**config.mk**
```make
export PLATFORM = sky130hd
export DESIGN_NAME = mtd_top
export DESIGN_NICKNAME = d
export VERILOG_FILES = /design/src/shared/mtd_pkg.sv /design/src/shared/mtd_core_if.sv /design/src/rtl/mtd_window.sv /design/src/rtl/mtd_serial.sv /design/src/rtl/mtd_top.sv
export SDC_FILE = /design/constraint.sdc
export NUM_CORES = 1
export LEC_CHECK = 0
export BUFFER_PORTS_ARGS = -buffer_cell sky130_fd_sc_hd__clkbuf_2
export CAP_MARGIN = 20
export CORE_MARGIN = 10
export CORE_UTILIZATION = 55
export CTS_CLUSTER_SIZE = 28
export DETAILED_ROUTE_END_ITERATION = 8
export PLACE_DENSITY = 0.75
export SKIP_CTS_REPAIR_TIMING = 1
export SLEW_MARGIN = 15
export SYNTH_ARGS = -nofsm -noshare
export SYNTH_HDL_FRONTEND = slang
export SYNTH_SLANG_ARGS = --single-unit
```
**constraint.sdc**
```tcl
create_clock -name pclk -period 9.5 [get_ports pclk]
set_clock_uncertainty 0.15 [all_clocks]
set_input_delay 0 -clock pclk [delete_from_list [all_inputs] [get_ports pclk]]
set_output_delay 0 -clock pclk [all_outputs]
set_load 0.05 [all_outputs]
```
**src/shared/mtd_pkg.sv**
```systemverilog
// Constants and types for the dual metering tone output logic
package mtd_pkg;
  // Timing
  localparam int CLK_HZ = 25_000_000;
  localparam int TICK_NS = 100_000;
  localparam int TICK_CYC = TICK_NS / (1_000_000_000 / CLK_HZ);
  localparam logic [11:0] TICK_MAX = 12'(TICK_CYC - 1);
  // Register byte offsets
  localparam logic [7:0] OFF_WIN_LEN = 8'h00;
  localparam logic [7:0] OFF_WIN_THR = 8'h04;
  localparam logic [7:0] OFF_STATUS = 8'h08;
  localparam logic [7:0] OFF_INT_STAT = 8'h0c;
  localparam logic [7:0] OFF_INT_CLR = 8'h10;
  localparam logic [7:0] OFF_INT_EN = 8'h14;
  // Reset values
  localparam logic [15:0] WIN_LEN_RST = 16'h0190;
  localparam logic [15:0] ON_THR_RST = 16'h00c8;
  localparam logic [15:0] OFF_THR_RST = 16'h00c8;
  localparam logic [7:0] CFG_RST = 8'h88;
  localparam logic [2:0] FIX_SENS = 3'h0;
  // Field layout
  localparam int THR_OFF_LSB = 16;
  localparam int CFG_BAND_BIT = 3;
  localparam int CH_CFG_W = 4;
  localparam logic [3:0] SER_BITS = 4'h8;
  localparam int IRQ_W = 5;
  localparam int EV_RISE = 0;
  localparam int EV_FALL = 2;
  localparam int EV_LOAD = 4;
  // Window channel state
  typedef enum logic {W_OFF, W_ON} mtd_win_st_t;
  typedef struct packed {
    mtd_win_st_t st;
    logic [15:0] pcnt;
    logic [15:0] tcnt;
    logic [15:0] ncnt;
  } mtd_wch_t;
  typedef struct packed {
    mtd_wch_t [1:0] ch;
  } mtd_win_state_t;
  // Serial loader state
  typedef struct packed {
    logic clk_prev;
    logic sel_prev;
    logic [7:0] shreg;
    logic [3:0] cnt;
    logic [7:0] word;
    logic load;
  } mtd_ser_state_t;
  // Top state
  typedef struct packed {
    logic [11:0] div;
    logic tick;
    logic [1:0] res;
    logic [1:0] oe;
    logic [15:0] win_len;
    logic [15:0] on_thr;
    logic [15:0] off_thr;
    logic [IRQ_W-1:0] int_stat;
    logic [IRQ_W-1:0] int_en;
    logic [7:0] cfg;
    logic [1:0] band;
    logic [5:0] sens;
    logic [31:0] prdata;
    logic pready;
    logic pslverr;
    logic irq;
  } mtd_top_state_t;
endpackage

```
**src/shared/mtd_core_if.sv**
```systemverilog
// Links between the top and its window and serial loader modules
`timescale 1ns/10ps
interface mtd_core_if;
  logic tick;
  logic [1:0] tone;
  logic [15:0] win_len;
  logic [15:0] on_thr;
  logic [15:0] off_thr;
  logic [1:0] win_res;
  logic ser_en;
  logic sel_n;
  logic ser_clk;
  logic ser_data;
  logic [7:0] cfg_word;
  logic cfg_load;
  modport core (
    output tick, tone, win_len, on_thr, off_thr, ser_en, sel_n, ser_clk, ser_data,
    input win_res, cfg_word, cfg_load
  );
  modport win (
    input tick, tone, win_len, on_thr, off_thr,
    output win_res
  );
  modport ser (
    input ser_en, sel_n, ser_clk, ser_data,
    output cfg_word, cfg_load
  );
endinterface

```
**src/rtl/mtd_window.sv**
```systemverilog
// Windowed respond and release logic for both channels
`timescale 1ns/10ps
module mtd_window (
  // Clock and reset
  input logic pclk,
  input logic presetn,
  // Core link
  mtd_core_if.win bus
);
  mtd_pkg::mtd_win_state_t st_reg;
  mtd_pkg::mtd_win_state_t st_next;

  always_comb begin
    logic [15:0] t;
    logic [15:0] n;
    t = 16'h0000;
    n = 16'h0000;
    st_next = st_reg;
    for (int i = 0; i < 2; i++) begin
      if (bus.tick) begin
        t = st_reg.ch[i].tcnt + (bus.tone[i] ? 16'h0001 : 16'h0000);
        n = st_reg.ch[i].ncnt + (bus.tone[i] ? 16'h0000 : 16'h0001);
        st_next.ch[i].tcnt = t;
        st_next.ch[i].ncnt = n;
        st_next.ch[i].pcnt = st_reg.ch[i].pcnt + 16'h0001;
        if (st_reg.ch[i].st == mtd_pkg::W_OFF && t >= bus.on_thr) begin
          st_next.ch[i].st = mtd_pkg::W_ON;
          st_next.ch[i].tcnt = 16'h0000;
          st_next.ch[i].ncnt = 16'h0000;
        end else if (st_reg.ch[i].st == mtd_pkg::W_ON && n >= bus.off_thr) begin
          st_next.ch[i].st = mtd_pkg::W_OFF;
          st_next.ch[i].tcnt = 16'h0000;
          st_next.ch[i].ncnt = 16'h0000;
        end
        if (st_reg.ch[i].pcnt + 16'h0001 >= bus.win_len) begin
          st_next.ch[i].pcnt = 16'h0000;
          st_next.ch[i].tcnt = 16'h0000;
          st_next.ch[i].ncnt = 16'h0000;
        end
      end
    end
  end

  always_ff @(posedge pclk or negedge presetn) begin
    if (!presetn) begin
      st_reg <= '0;
    end else begin
      st_reg <= st_next;
    end
  end

  assign bus.win_res[0] = (st_reg.ch[0].st == mtd_pkg::W_ON);
  assign bus.win_res[1] = (st_reg.ch[1].st == mtd_pkg::W_ON);
endmodule

```
**src/rtl/mtd_serial.sv**
```systemverilog
// Serial settings loader, chip select low, data taken on serial clock rise
`timescale 1ns/10ps
module mtd_serial (
  // Clock and reset
  input logic pclk,
  input logic presetn,
  // Core link
  mtd_core_if.ser bus
);
  mtd_pkg::mtd_ser_state_t st_reg;
  mtd_pkg::mtd_ser_state_t st_next;
  logic rise;

  assign rise = bus.ser_clk && !st_reg.clk_prev;

  always_comb begin
    st_next = st_reg;
    st_next.clk_prev = bus.ser_clk;
    st_next.sel_prev = bus.sel_n;
    st_next.load = 1'b0;
    if (bus.ser_en && !bus.sel_n && rise) begin
      st_next.shreg = {st_reg.shreg[6:0], bus.ser_data};
      if (st_reg.cnt != 4'hf) begin
        st_next.cnt = st_reg.cnt + 4'h1;
      end
    end
    if (bus.ser_en && bus.sel_n && !st_reg.sel_prev && st_reg.cnt == mtd_pkg::SER_BITS) begin
      st_next.word = st_reg.shreg;
      st_next.load = 1'b1;
    end
    if (bus.sel_n) begin
      st_next.cnt = 4'h0;
    end
  end

  always_ff @(posedge pclk or negedge presetn) begin
    if (!presetn) begin
      st_reg <= '0;
    end else begin
      st_reg <= st_next;
    end
  end

  assign bus.cfg_word = st_reg.word;
  assign bus.cfg_load = st_reg.load;
endmodule

```
**src/rtl/mtd_top.sv**
```systemverilog
// Dual metering tone output logic with APB registers
`timescale 1ns/10ps
module mtd_top (
  // Clock and reset
  input logic pclk,
  input logic presetn,
  // APB slave
  input logic [7:0] paddr,
  input logic psel,
  input logic penable,
  input logic pwrite,
  input logic [31:0] pwdata,
  output logic [31:0] prdata,
  output logic pready,
  output logic pslverr,
  // Interrupt
  output logic irq,
  // Detector decodes
  input logic [1:0] tone_valid,
  // Mode pins
  input logic out_hiz,
  input logic fmt_follow,
  input logic preset_fixed,
  input logic band_12k,
  // Serial settings pins
  input logic sel_n,
  input logic ser_clk,
  input logic ser_data,
  // Result pins
  output logic first_result_out,
  output logic first_result_oe,
  output logic second_result_out,
  output logic second_result_oe,
  // Channel settings
  output logic [1:0] ch_band,
  output logic [5:0] ch_sens
);
  mtd_pkg::mtd_top_state_t r;
  mtd_pkg::mtd_top_state_t n;
  mtd_core_if bus ();
  logic [1:0] res;
  logic [mtd_pkg::IRQ_W-1:0] ev;
  logic [mtd_pkg::IRQ_W-1:0] clr;
  logic [31:0] rdata;
  logic rerr;
  logic wr_acc;

  mtd_window u_window (
    .pclk(pclk),
    .presetn(presetn),
    .bus(bus.win)
  );

  mtd_serial u_serial (
    .pclk(pclk),
    .presetn(presetn),
    .bus(bus.ser)
  );

  // Core link drive
  assign bus.tick = r.tick;
  assign bus.tone = tone_valid;
  assign bus.win_len = r.win_len;
  assign bus.on_thr = r.on_thr;
  assign bus.off_thr = r.off_thr;
  assign bus.ser_en = !preset_fixed;
  assign bus.sel_n = sel_n;
  assign bus.ser_clk = ser_clk;
  assign bus.ser_data = ser_data;

  // Result format select, shared by both channels
  assign res = fmt_follow ? tone_valid : bus.win_res;

  // Interrupt events
  assign ev[mtd_pkg::EV_RISE +: 2] = res & ~r.res;
  assign ev[mtd_pkg::EV_FALL +: 2] = ~res & r.res;
  assign ev[mtd_pkg::EV_LOAD] = bus.cfg_load && !preset_fixed;

  // APB access phase write strobe
  assign wr_acc = psel && penable && r.pready && pwrite;
  assign clr = (wr_acc && paddr == mtd_pkg::OFF_INT_CLR) ?
               pwdata[mtd_pkg::IRQ_W-1:0] : '0;

  // Read decode
  always_comb begin
    rdata = 32'h0000_0000;
    rerr = 1'b0;
    case (paddr)
      mtd_pkg::OFF_WIN_LEN: begin
        rdata = {16'h0000, r.win_len};
      end
      mtd_pkg::OFF_WIN_THR: begin
        rdata = {r.off_thr, r.on_thr};
      end
      mtd_pkg::OFF_STATUS: begin
        rdata = {19'h0_0000, out_hiz, r.sens, r.band, preset_fixed, fmt_follow, r.res};
      end
      mtd_pkg::OFF_INT_STAT: begin
        rdata = {27'h000_0000, r.int_stat};
      end
      mtd_pkg::OFF_INT_CLR: begin
        rdata = 32'h0000_0000;
      end
      mtd_pkg::OFF_INT_EN: begin
        rdata = {27'h000_0000, r.int_en};
      end
      default: begin
        rerr = 1'b1;
      end
    endcase
  end

  // Next state
  always_comb begin
    n = r;
    // Tick divider from the single clock
    n.tick = 1'b0;
    if (r.div == mtd_pkg::TICK_MAX) begin
      n.div = 12'h000;
      n.tick = 1'b1;
    end else begin
      n.div = r.div + 12'h001;
    end
    // Result pins
    n.res = res;
    n.oe = out_hiz ? 2'b00 : 2'b11;
    // Settings source
    if (!preset_fixed && bus.cfg_load) begin
      n.cfg = bus.cfg_word;
    end
    if (preset_fixed) begin
      n.band = {2{band_12k}};
      n.sens = {2{mtd_pkg::FIX_SENS}};
    end else begin
      n.band = {r.cfg[mtd_pkg::CH_CFG_W + mtd_pkg::CFG_BAND_BIT],
                r.cfg[mtd_pkg::CFG_BAND_BIT]};
      n.sens = {r.cfg[6:4], r.cfg[2:0]};
    end
    // APB setup and access phases
    n.pready = 1'b0;
    if (psel && !penable) begin
      n.pready = 1'b1;
      n.prdata = pwrite ? 32'h0000_0000 : rdata;
      n.pslverr = rerr;
    end
    if (wr_acc) begin
      case (paddr)
        mtd_pkg::OFF_WIN_LEN: begin
          n.win_len = pwdata[15:0];
        end
        mtd_pkg::OFF_WIN_THR: begin
          n.on_thr = pwdata[15:0];
          n.off_thr = pwdata[mtd_pkg::THR_OFF_LSB +: 16];
        end
        mtd_pkg::OFF_INT_EN: begin
          n.int_en = pwdata[mtd_pkg::IRQ_W-1:0];
        end
        default: begin
          n.int_en = r.int_en;
        end
      endcase
    end
    // Sticky status, a new event wins over a clear
    n.int_stat = (r.int_stat & ~clr) | ev;
    n.irq = |(n.int_stat & n.int_en);
  end

  always_ff @(posedge pclk or negedge presetn) begin
    if (!presetn) begin
      r <= '0;
      r.win_len <= mtd_pkg::WIN_LEN_RST;
      r.on_thr <= mtd_pkg::ON_THR_RST;
      r.off_thr <= mtd_pkg::OFF_THR_RST;
      r.cfg <= mtd_pkg::CFG_RST;
    end else begin
      r <= n;
    end
  end

  // Outputs straight from flops
  assign prdata = r.prdata;
  assign pready = r.pready;
  assign pslverr = r.pslverr;
  assign irq = r.irq;
  assign first_result_out = r.res[0];
  assign second_result_out = r.res[1];
  assign first_result_oe = r.oe[0];
  assign second_result_oe = r.oe[1];
  assign ch_band = r.band;
  assign ch_sens = r.sens;
endmodule

```
-- After elaboration in Yosys (flattened, before gate mapping)
Cells that the tools add are included.
- flip-flop bits (word level): 247
- input port bits: 54
- logic and storage cells: 125
- reductions and logical operators: 33
- equal/unequal tests: 8
- $lt $le $gt $ge: 6
- bitwise logic cells: 10
- add/subtract/negate cells: 8
- multiplexer cells: 30
- operators by type and width (operator ; number):
    $mux W32 ; 5
    $pmux W32 S5 ; 1
    $ge A16 B16 Y1 ; 6
    $mux W48 ; 2
    $add A16 B16 Y16 ; 4
    $add A16 B1 Y16 const B ; 2
    $eq A8 B4 Y1 const B ; 2
    $eq A8 B5 Y1 const B ; 2
    $logic_and A1 B1 Y1 ; 16
    $mux W5 ; 3
    $add A12 B1 Y12 const B ; 1
    $eq A12 B12 Y1 const B ; 1
    $mux W12 ; 1
    $mux W4 ; 3
    $mux W1 ; 11
    $and A5 B5 Y5 ; 2
    $reduce_and A2 Y1 ; 5
    $eq A8 B3 Y1 const B ; 1
    $logic_not A8 Y1 ; 1
    $mux W8 ; 1
    $reduce_bool A2 Y1 ; 4
    $mux W2 ; 3
    $reduce_or A6 Y1 ; 1
    $logic_not A1 Y1 ; 5
    9 further kinds ; 12

-- Depth between registers and ports, before layout
Gate-level depths: netlist of run 1.
- depth in word-level cells: 10
- gate-level depth with buffers: 16
- mapped depth without buffers: 14

-- By module
From an unflattened synthesis of run 1, not the netlist that was laid out.
- cell total of the unflattened synthesis: 1412
- area total of the unflattened synthesis: 14555.2 um2
- modules (own cells, without submodules) (module ; area each (um2) ; times used ; cells each):
    mtd_window ; 8135.3 ; 1 ; 899
    mtd_top ; 5426.5 ; 1 ; 426
    mtd_serial ; 993.5 ; 1 ; 87

-- Worst setup path after synthesis of run 1
Ideal clock, no wire load.
- path kind: flip-flop to flip-flop
- start: register u_window.st_reg[49] (netlist bit)
- end: register u_window.st_reg[62] (netlist bit)
- period minus slack after synthesis: 3435 ps
- data required time: 9224 ps
- cell stages (with the launch flop): 15
- arrival time: 3159 ps
- buffers on the path: 2
- setup slack: 6065 ps
- cell sequence: dfrtp_1 > ha_1 > and3_1 > clkbuf_1 > and3_1 > nand2_1 > nor3_1 > xor2_1 > ha_1 > nand4_1 > or4_4 > o211ai_4 > a21oi_2 > buf_6 > a221o_1
- cells in the longest elaborated chain, start to end: 6
- ends and longest elaborated chain (element ; RTL line ; source):
    from (decl) ; mtd_window.sv:10 ; mtd_pkg::mtd_win_state_t st_reg;
    from (signal assigned) ; mtd_window.sv:48 ; st_reg <= st_next;
    $add A16 B16 Y16 * ; mtd_window.sv:22 ; n = st_reg.ch[i].ncnt + (bus.tone[i] ? 16'h0000 : 16'h0001);
    $ge A16 B16 Y1 ; mtd_window.sv:30 ; end else if (st_reg.ch[i].st == mtd_pkg::W_ON && n >= bus.off_thr) begin
    $logic_and A1 B1 Y1 ; mtd_window.sv:30 ;
    $mux W32 * ; mtd_window.sv:30 ;
    $mux W32 * ; mtd_window.sv:26 ; if (st_reg.ch[i].st == mtd_pkg::W_OFF && t >= bus.on_thr) begin
    $mux W48 * ; mtd_window.sv:35 ; if (st_reg.ch[i].pcnt + 16'h0001 >= bus.win_len) begin
Mark *: on every way between the ends. The rest lies on a longest branch, timed or not.
A chain may end at the register's enable or synchronous reset.

-- Final worst setup path of run 1
- start: register u_window.st_reg[81] (netlist bit)
- end: register u_window.st_reg[61] (netlist bit)
- cells in the longest elaborated chain, start to end: 3
- ends and longest elaborated chain (element ; RTL line):
    $add A16 B1 Y16 ; mtd_window.sv:35
    $ge A16 B16 Y1 ; mtd_window.sv:35
    $mux W48 ; mtd_window.sv:35
Every way passes these cells.

==> summary.md, run 1 <==
| Metric | Value |
|---|---|
| Vias per Instance | `6.02` |
| Min Hold Slack | `-0.0224 ns` |
| GRT met1 Usage | `0.263` |
| IO Pins | `101` |
| Layout area overhead | `13.8%` |
| Slowest-stage cell, CP | `nor3b_1` |
| Register area share after synthesis | `0.425` |
| Fin nets | `1678` |
| Synth Area in Compound Gates | `0.159` |
| Final number of hold-violating endpoints | `8` |
| Initial antenna violation count | `0` |
| DRT antenna net count | `0` |
| Max-slew violations | `0` |
| Synth Area in XOR/XNOR | `0.0549` |
| Crit start category | `register` |
| Drt wl/cell | `19.3 um` |
| Peak Freq | `0.224 GHz` |
| Clock Tree Buf Depth | `3` |
| Synth Warn # | `0` |
| First-pass GRT wire length | `57.4 mm` |
| Post-synthesis async set-or-reset flop share | `1.00` |
| Post-Syn Nets | `1583` |
| Sw frac | `0.223` |
| Status | `finished, violations left` |
| Met3 GRT Util | `0.0299` |
| Cell taking the most area after synthesis | `dfrtp_1` |
| Cell with the most instances after synthesis | `dfrtp_1` |
| Mapped Cells | `1420` |
| Critical path endpoint category | `register` |
| 1st-iter DRT viols | `766` |
| Pint | `1.76 mW` |
| Clock power share | `0.480` |
| WP buf/inv | `0` |
| GRT Total Usage | `0.206` |
| Congestion Overflow GR | `0` |
| Routed wire length | `36.0 mm` |
| Family with the most delay on the worst path | `compound AO/OA/AOI/OAI gates` |
| Die W | `182 um` |
| Most frequent cells after synthesis | `dfrtp_1 (235), nand2_1 (125), ha_1 (109), inv_1 (82), mux2_2 (80)` |
| CP Data Required Time | `9.82 ns` |
| Share of cells above drive strength 1 | `0.188` |
| Prevailing post-synth register cell | `dfrtp_1` |
| R2r startpoint | `u_window.st_reg[81]` |
| Largest family of logic cells by synthesized area | `compound AO/OA/AOI/OAI gates` |
| Number of global-route vias before repair | `11100` |
| Synth Register Bits | `246` |
| EDFF count, synth | `0` |
| Reg2Reg Depth | `12` |
| Syn Std Cell Area | `14500 um^2` |
| Switching pwr | `0.506 mW` |
| M2 GR Usage | `0.349` |
| Worst setup path end | `u_window.st_reg[61]` |
| PortBufs | `100` |
| Worst Max-Slew Pin Slew | `0.994 ns` |
| Hold crit path type | `in2reg` |
| Placeable core region | `26000 um^2` |
| Worst-path fanout max | `23` |
| Critical path arrival | `4.78 ns` |
| Violated checks | `negative hold slack` |
| CTS tree | `done` |
| Worst Setup Path Type | `reg2reg` |
| Yosys top cell area share | `0.405` |
| CP startpoint | `u_window.st_reg[81]` |
| Max cap viols | `0` |
| DR DRC count | `0` |
| Reg-to-reg slack, setup | `5.03 ns` |
| CTS buffer count | `26` |
| Reg-to-Reg End | `u_window.st_reg[61]` |
| Via count | `11300` |
| Global routing's busiest layer | `met2` |
| Die Y | `182 um` |
| Effective utilization at floorplan | `0.559` |
| Total Power | `2.27 mW` |
| Cell Chain, Critical Path | `ha_1 -> nand2_1 -> nor3b_1 -> nand3_1 -> xnor2_1 -> ha_1 -> nand2_1 -> o21ai_0 -> a2111o_1 -> a21o_1 -> a21oi_4 -> a221o_1` |
| Worst-path clk slew | `0.07 ns` |
| P_leak | `7.76 nW` |
| H-tree Lvls | `1` |
| Logic pwr share | `0.048` |
| TritonRoute pass-1 iters | `8` |
| Clk_lat worst skew | `0.55 ns` |
| Seq pwr share | `0.472` |
| VDD IR max | `0.178 mV` |
| Synth Area in Simple Gates | `0.141` |
| Netlist cell types | `70` |
| WP depth | `12` |
| Final Critical Period | `4.47 ns` |
| Setup TNS | `0 ns` |
| Headroom to the max-slew limit | `0.338` |
| Die Area | `33300 um^2` |
| PwrDens | `137 nW/um^2` |
| Synth Area per Inst | `10.2 um^2` |
| Synth top area cells | `dfrtp_1 (40%), ha_1 (9.4%), mux2_2 (6.2%), xnor2_1 (3.9%), nand2_1 (3.2%)` |
| Clock sink count | `246` |
| Post-synthesis mux area share | `0.0655` |
| Max reg flops | `96` |
| CTS root buffer | `clkbuf_16` |
| Final Cycle Share | `0.470` |
| RSZ-0062 raised after global routing | `false` |
| Adder-Cell Fraction of Synth Area | `0.0939` |
| # setup viols final | `0` |
| RePlAce Congestion | `0.903` |
| FP Rows | `59` |
| Max stage delay on crit path | `0.67 ns` |
| Largest net degree at the start of global routing | `93` |
| Antenna cells | `0` |
| Placed wire-length estimate | `25.1 mm` |
placed cells by master (no fill, tap or decap), types with 27 or more instances in the layout:
cell           instances
nor2b_1               31
ha_1                 109
dfrtp_1              234
nor2_1                44
inv_1                 82
dlygate4sd3_1         57
mux2_2                80
a21oi_1               28
nand2_1              125
clkbuf_2              99
and3_1                29
o21ai_0               64
a22o_1                27
nand3_1               58
o2bb2ai_1             29
xnor2_1               65
metrics by stage:
step / hold WS [ns] / setup WS [ns] / cells / area [um^2] / utilization
2_1_floorplan: -0.446 / 6.07 / 1420 / 14500 / -
3_3_place_gp: -0.0816 / 5.08 / 1763 / 15000 / 0.576
3_5_place_dp: -0.0800 / 4.88 / 1763 / 15000 / 0.576
4_1_cts: -0.643 / 4.76 / 1810 / 15900 / 0.611
5_1_grt: 0.0101 / 4.75 / 1869 / 16500 / 0.636
6_report: -0.0224 / 5.03 / 1869 / 16500 / 0.636
worst min path at each step:
stage / startpoint / endpoint / slack (ns) / depth (start not counted)
final: paddr[2] / prdata[0] / -0.02 / 5
after global routing: paddr[2] / prdata[3] / 0.01 / 5
after CTS: presetn / r[57] / -0.64 / 1
after detailed placement: presetn / r[119] / -0.08 / 1
after global placement: presetn / r[119] / -0.08 / 1
after floorplan: presetn / bus.off_thr[0] / -0.45 / 0
cell type report:
| type | count | area (um^2) |
|---|---|---|
| flip-flops and latches | 246 | 6170 |
| inverters | 83 | 312 |
| multi-input cells | 989 | 7500 |
| well taps | 335 | 419 |
| fillers | 2046 | 9470 |
| clock inverters | 11 | 173 |
| clock buffers | 36 | 748 |
| repair buffers | 169 | 1200 |
worst min-delay path, delay by kind of cell:
family | cells | cell delay, ns
AND/OR/NAND/NOR | 2 | 0.09
buffers and inverters | 1 | 0.22
multiplexers | 1 | 0.19
AO/OA/AOI/OAI | 1 | 0.11
kinds of logic after synthesis:
kind of cell	after synthesis
flops	246
simple gates	399
mux	85
fa+ha+maj	109
buf+inv	185
compound gates	305
xor+xnor	91
metal layers:
layer | vias to the layer above | share of wire
met5 | - | 0
met4 | 0 | 0.031
met3 | 67 | 0.041
li1 | 5315 | -
met1 | 5582 | 0.44
met2 | 287 | 0.49
power by group through the flow:
| stage | logic (mW) | registers, mW | clock network (mW) |
|---|---|---|---|
| after global placement | 0.0861 | 1.09 | 0 |
| after global routing | 0.120 | 1.07 | 1.15 |
| final | 0.109 | 1.07 | 1.09 |
| after floorplan | 0.0352 | 1.09 | 0 |
| after CTS | 0.0889 | 1.07 | 1.11 |
| after detailed placement | 0.0883 | 1.09 | 0 |
Power figures use the tool's default switching activity.
==> inputs of run 2 (changes only) <==
Settings changed: PLACE_DENSITY 0.75 to 0.78.
Clock period 9.5 ns to 3.8 ns, I/O delays scaled along.
==> run 2 against run 1 <==
Net effect:
- first-iteration DRC count up 36%
- global-route usage up 0.38 points
- the run still ends with negative hold slack left
- via count up 3.9%
- largest power group unchanged
- non-clock buffer count up 48
==> summary.md, run 2 (same netlist as run 1, synthesis figures left out) <==
| Metric | Value |
|---|---|
| Critical path arrival | `3.94 ns (-0.84 ns)` |
| Reg2Reg Depth | `13 (+1)` |
| Congestion Overflow GR | `0 (unchanged)` |
| Most frequent cells in the layout | `dfrtp_1 (233), nand2_1 (125), ha_1 (109), clkbuf_2 (99), inv_1 (82)` |
| RePlAce Congestion | `0.920 (+1.9%)` |
| Drt wl/cell | `19.5 um (+1.3%)` |
| Critical path endpoint category | `register` |
| First-pass GRT wire length | `58.5 mm (+2.0%)` |
| CP Data Required Time | `4.11 ns (-5.71 ns)` |
| GRT Total Usage | `0.210 (+0.00383)` |
| Post-route insts no fill | `1920 (+2.7%)` |
| # setup viols final | `0 (unchanged)` |
| Initial antenna violation count | `1 (+1)` |
| Die Area | `33300 um^2 (unchanged)` |
| Max cap viols | `0 (unchanged)` |
| Clock sink count | `246 (unchanged)` |
| Crit start category | `register` |
| Worst Max-Slew Pin Slew | `0.900 ns (-0.0934 ns)` |
| Number of global-route vias before repair | `11300 (+1.5%)` |
| Headroom to the max-slew limit | `0.400 (+0.0622)` |
| VDD IR max | `0.461 mV (+160%)` |
| Commonest non-fill, non-tap cell in the layout | `dfrtp_1` |
| Vias per Instance | `6.09 (+1.2%)` |
| Effective utilization at floorplan | `0.559 (unchanged)` |
| Total Power | `5.68 mW (+150%)` |
| Clk_lat worst skew | `0.56 ns (about the same)` |
| CTS root buffer | `clkbuf_16` |
| Worst Setup Path Type | `reg2reg` |
| Hold crit path type | `in2async` |
| Placed insts | `1807 (+2.5%)` |
| Clock Tree Buf Depth | `3 (unchanged)` |
| Layout area overhead | `17.0%` |
| IO Pins | `101 (unchanged)` |
| Final number of hold-violating endpoints | `1 (-7)` |
| Routed wire length | `37.5 mm (+4.0%)` |
| R2r startpoint | `u_window.st_reg[83]` |
| CTS tree | `done` |
| Worst-path fanout max | `15 (-35%)` |
| CTS buffer count | `26 (unchanged)` |
| FP Rows | `59 (unchanged)` |
| 1st-iter DRT viols | `1038 (+36%)` |
| Share of cells above drive strength 1 | `0.223 (+0.0351)` |
| Final Cycle Share | `0.956 (+0.486)` |
| PortBufs | `100 (unchanged)` |
| PwrDens | `334 nW/um^2 (+140%)` |
| DRT antenna net count | `0 (unchanged)` |
| Violated checks | `negative hold slack` |
| Fin nets | `1727 (+2.9%)` |
| Placed wire-length estimate | `26.0 mm (+3.3%)` |
| Die W | `182 um (unchanged)` |
| Placeable core region | `26000 um^2 (unchanged)` |
| Max-slew violations | `0 (unchanged)` |
| Status | `finished, violations left` |
| Final Critical Period | `3.63 ns (-0.834 ns)` |
| DR DRC count | `0 (unchanged)` |
| H-tree Lvls | `1 (unchanged)` |
| P_leak | `8.04 nW (+3.6%)` |
| Via count | `11700 (+3.9%)` |
| Die Y | `182 um (unchanged)` |
| Reg-to-reg slack, setup | `0.17 ns (-4.87 ns)` |
| Max reg flops | `96 (unchanged)` |
| Min Hold Slack | `-0.00352 ns (+0.0188 ns)` |
| Worst-path clk slew | `0.07 ns (about the same)` |
| Peak Freq | `0.275 GHz (+23%)` |
| TritonRoute pass-1 iters | `7 (-1)` |
| Largest net degree at the start of global routing | `119 (+28%)` |
| Reg-to-Reg End | `u_window.st_reg[76]` |
==> run 2: cell types whose count changed in the layout (fill, tap and decap cells not counted), sizes merged <==
cell / change
a21oi: +1
buf: +48
clkbuf: -7
clkinv: +5
clkinvlp: +2
diode: +1
inv: +1
==> run 2: how the worst max path moves through the flow <==
stage,endpoint,cells after the start,startpoint,slack (ns)
floorplan,u_window.st_reg[62],14,u_window.st_reg[49],0.37
global placement,u_window.st_reg[61],14,u_window.st_reg[49],-0.12
detailed placement,u_window.st_reg[76],14,u_window.st_reg[49],-0.18
CTS,u_window.st_reg[61],14,u_window.st_reg[49],-0.23
global route,u_window.st_reg[66],12,u_window.st_reg[71],-0.07
finish,u_window.st_reg[76],13,u_window.st_reg[83],0.17
==> run 2: worst max-delay path: stages, from the launching register on <==
cell	delay, ns
dfrtp_1	0.35
nand3_1	0.16
nor2_2	0.18
nand4_1	0.25
buf_4	0.23
xnor2_1	0.12
ha_1	0.32
a21oi_1	0.14
o21ai_0	0.12
a2111o_1	0.49
a21o_1	0.24
buf_4	0.23
a2111oi_1	0.37
a221o_1	0.18
==> run 2: cell type report <==
cell class                 count  area (um^2)
fill                        1939         8990
multi-input combinational    990         7590
sequential                   246         6170
timing repair buffer         217         1570
clock buffer                  29          692
tap                          335          419
inverter                      83          312
clock inverter                19          236
antenna                        1         2.50
==> run 2: report_power, final <==
group / total (mW) / switching (mW) / leakage, nW / internal [mW]
clock: 2.73 / 1.13 / 0.451 / 1.60
sequential: 2.67 / 0.0221 / 3.23 / 2.65
combinational: 0.284 / 0.169 / 4.35 / 0.115
==> run 2: layer usage <==
layer | share of wire | routed length, um | global-route usage
met5 | 0 | 0 | 0
met4 | 0.035 | 1310 | 0.0628
met3 | 0.061 | 2270 | 0.0307
met2 | 0.49 | 18400 | 0.354
met1 | 0.41 | 15500 | 0.272
==> run 2: metrics by stage <==
step,util,area [um^2],setup slack [ns],TNS (ns)
floorplan,-,14500,0.365,0
global placement,0.590,15300,-0.121,-2.50
detailed placement,0.590,15300,-0.179,-3.60
CTS,0.626,16300,-0.233,-4.50
global route,0.654,17000,-0.0705,-0.729
finish,0.654,17000,0.167,0
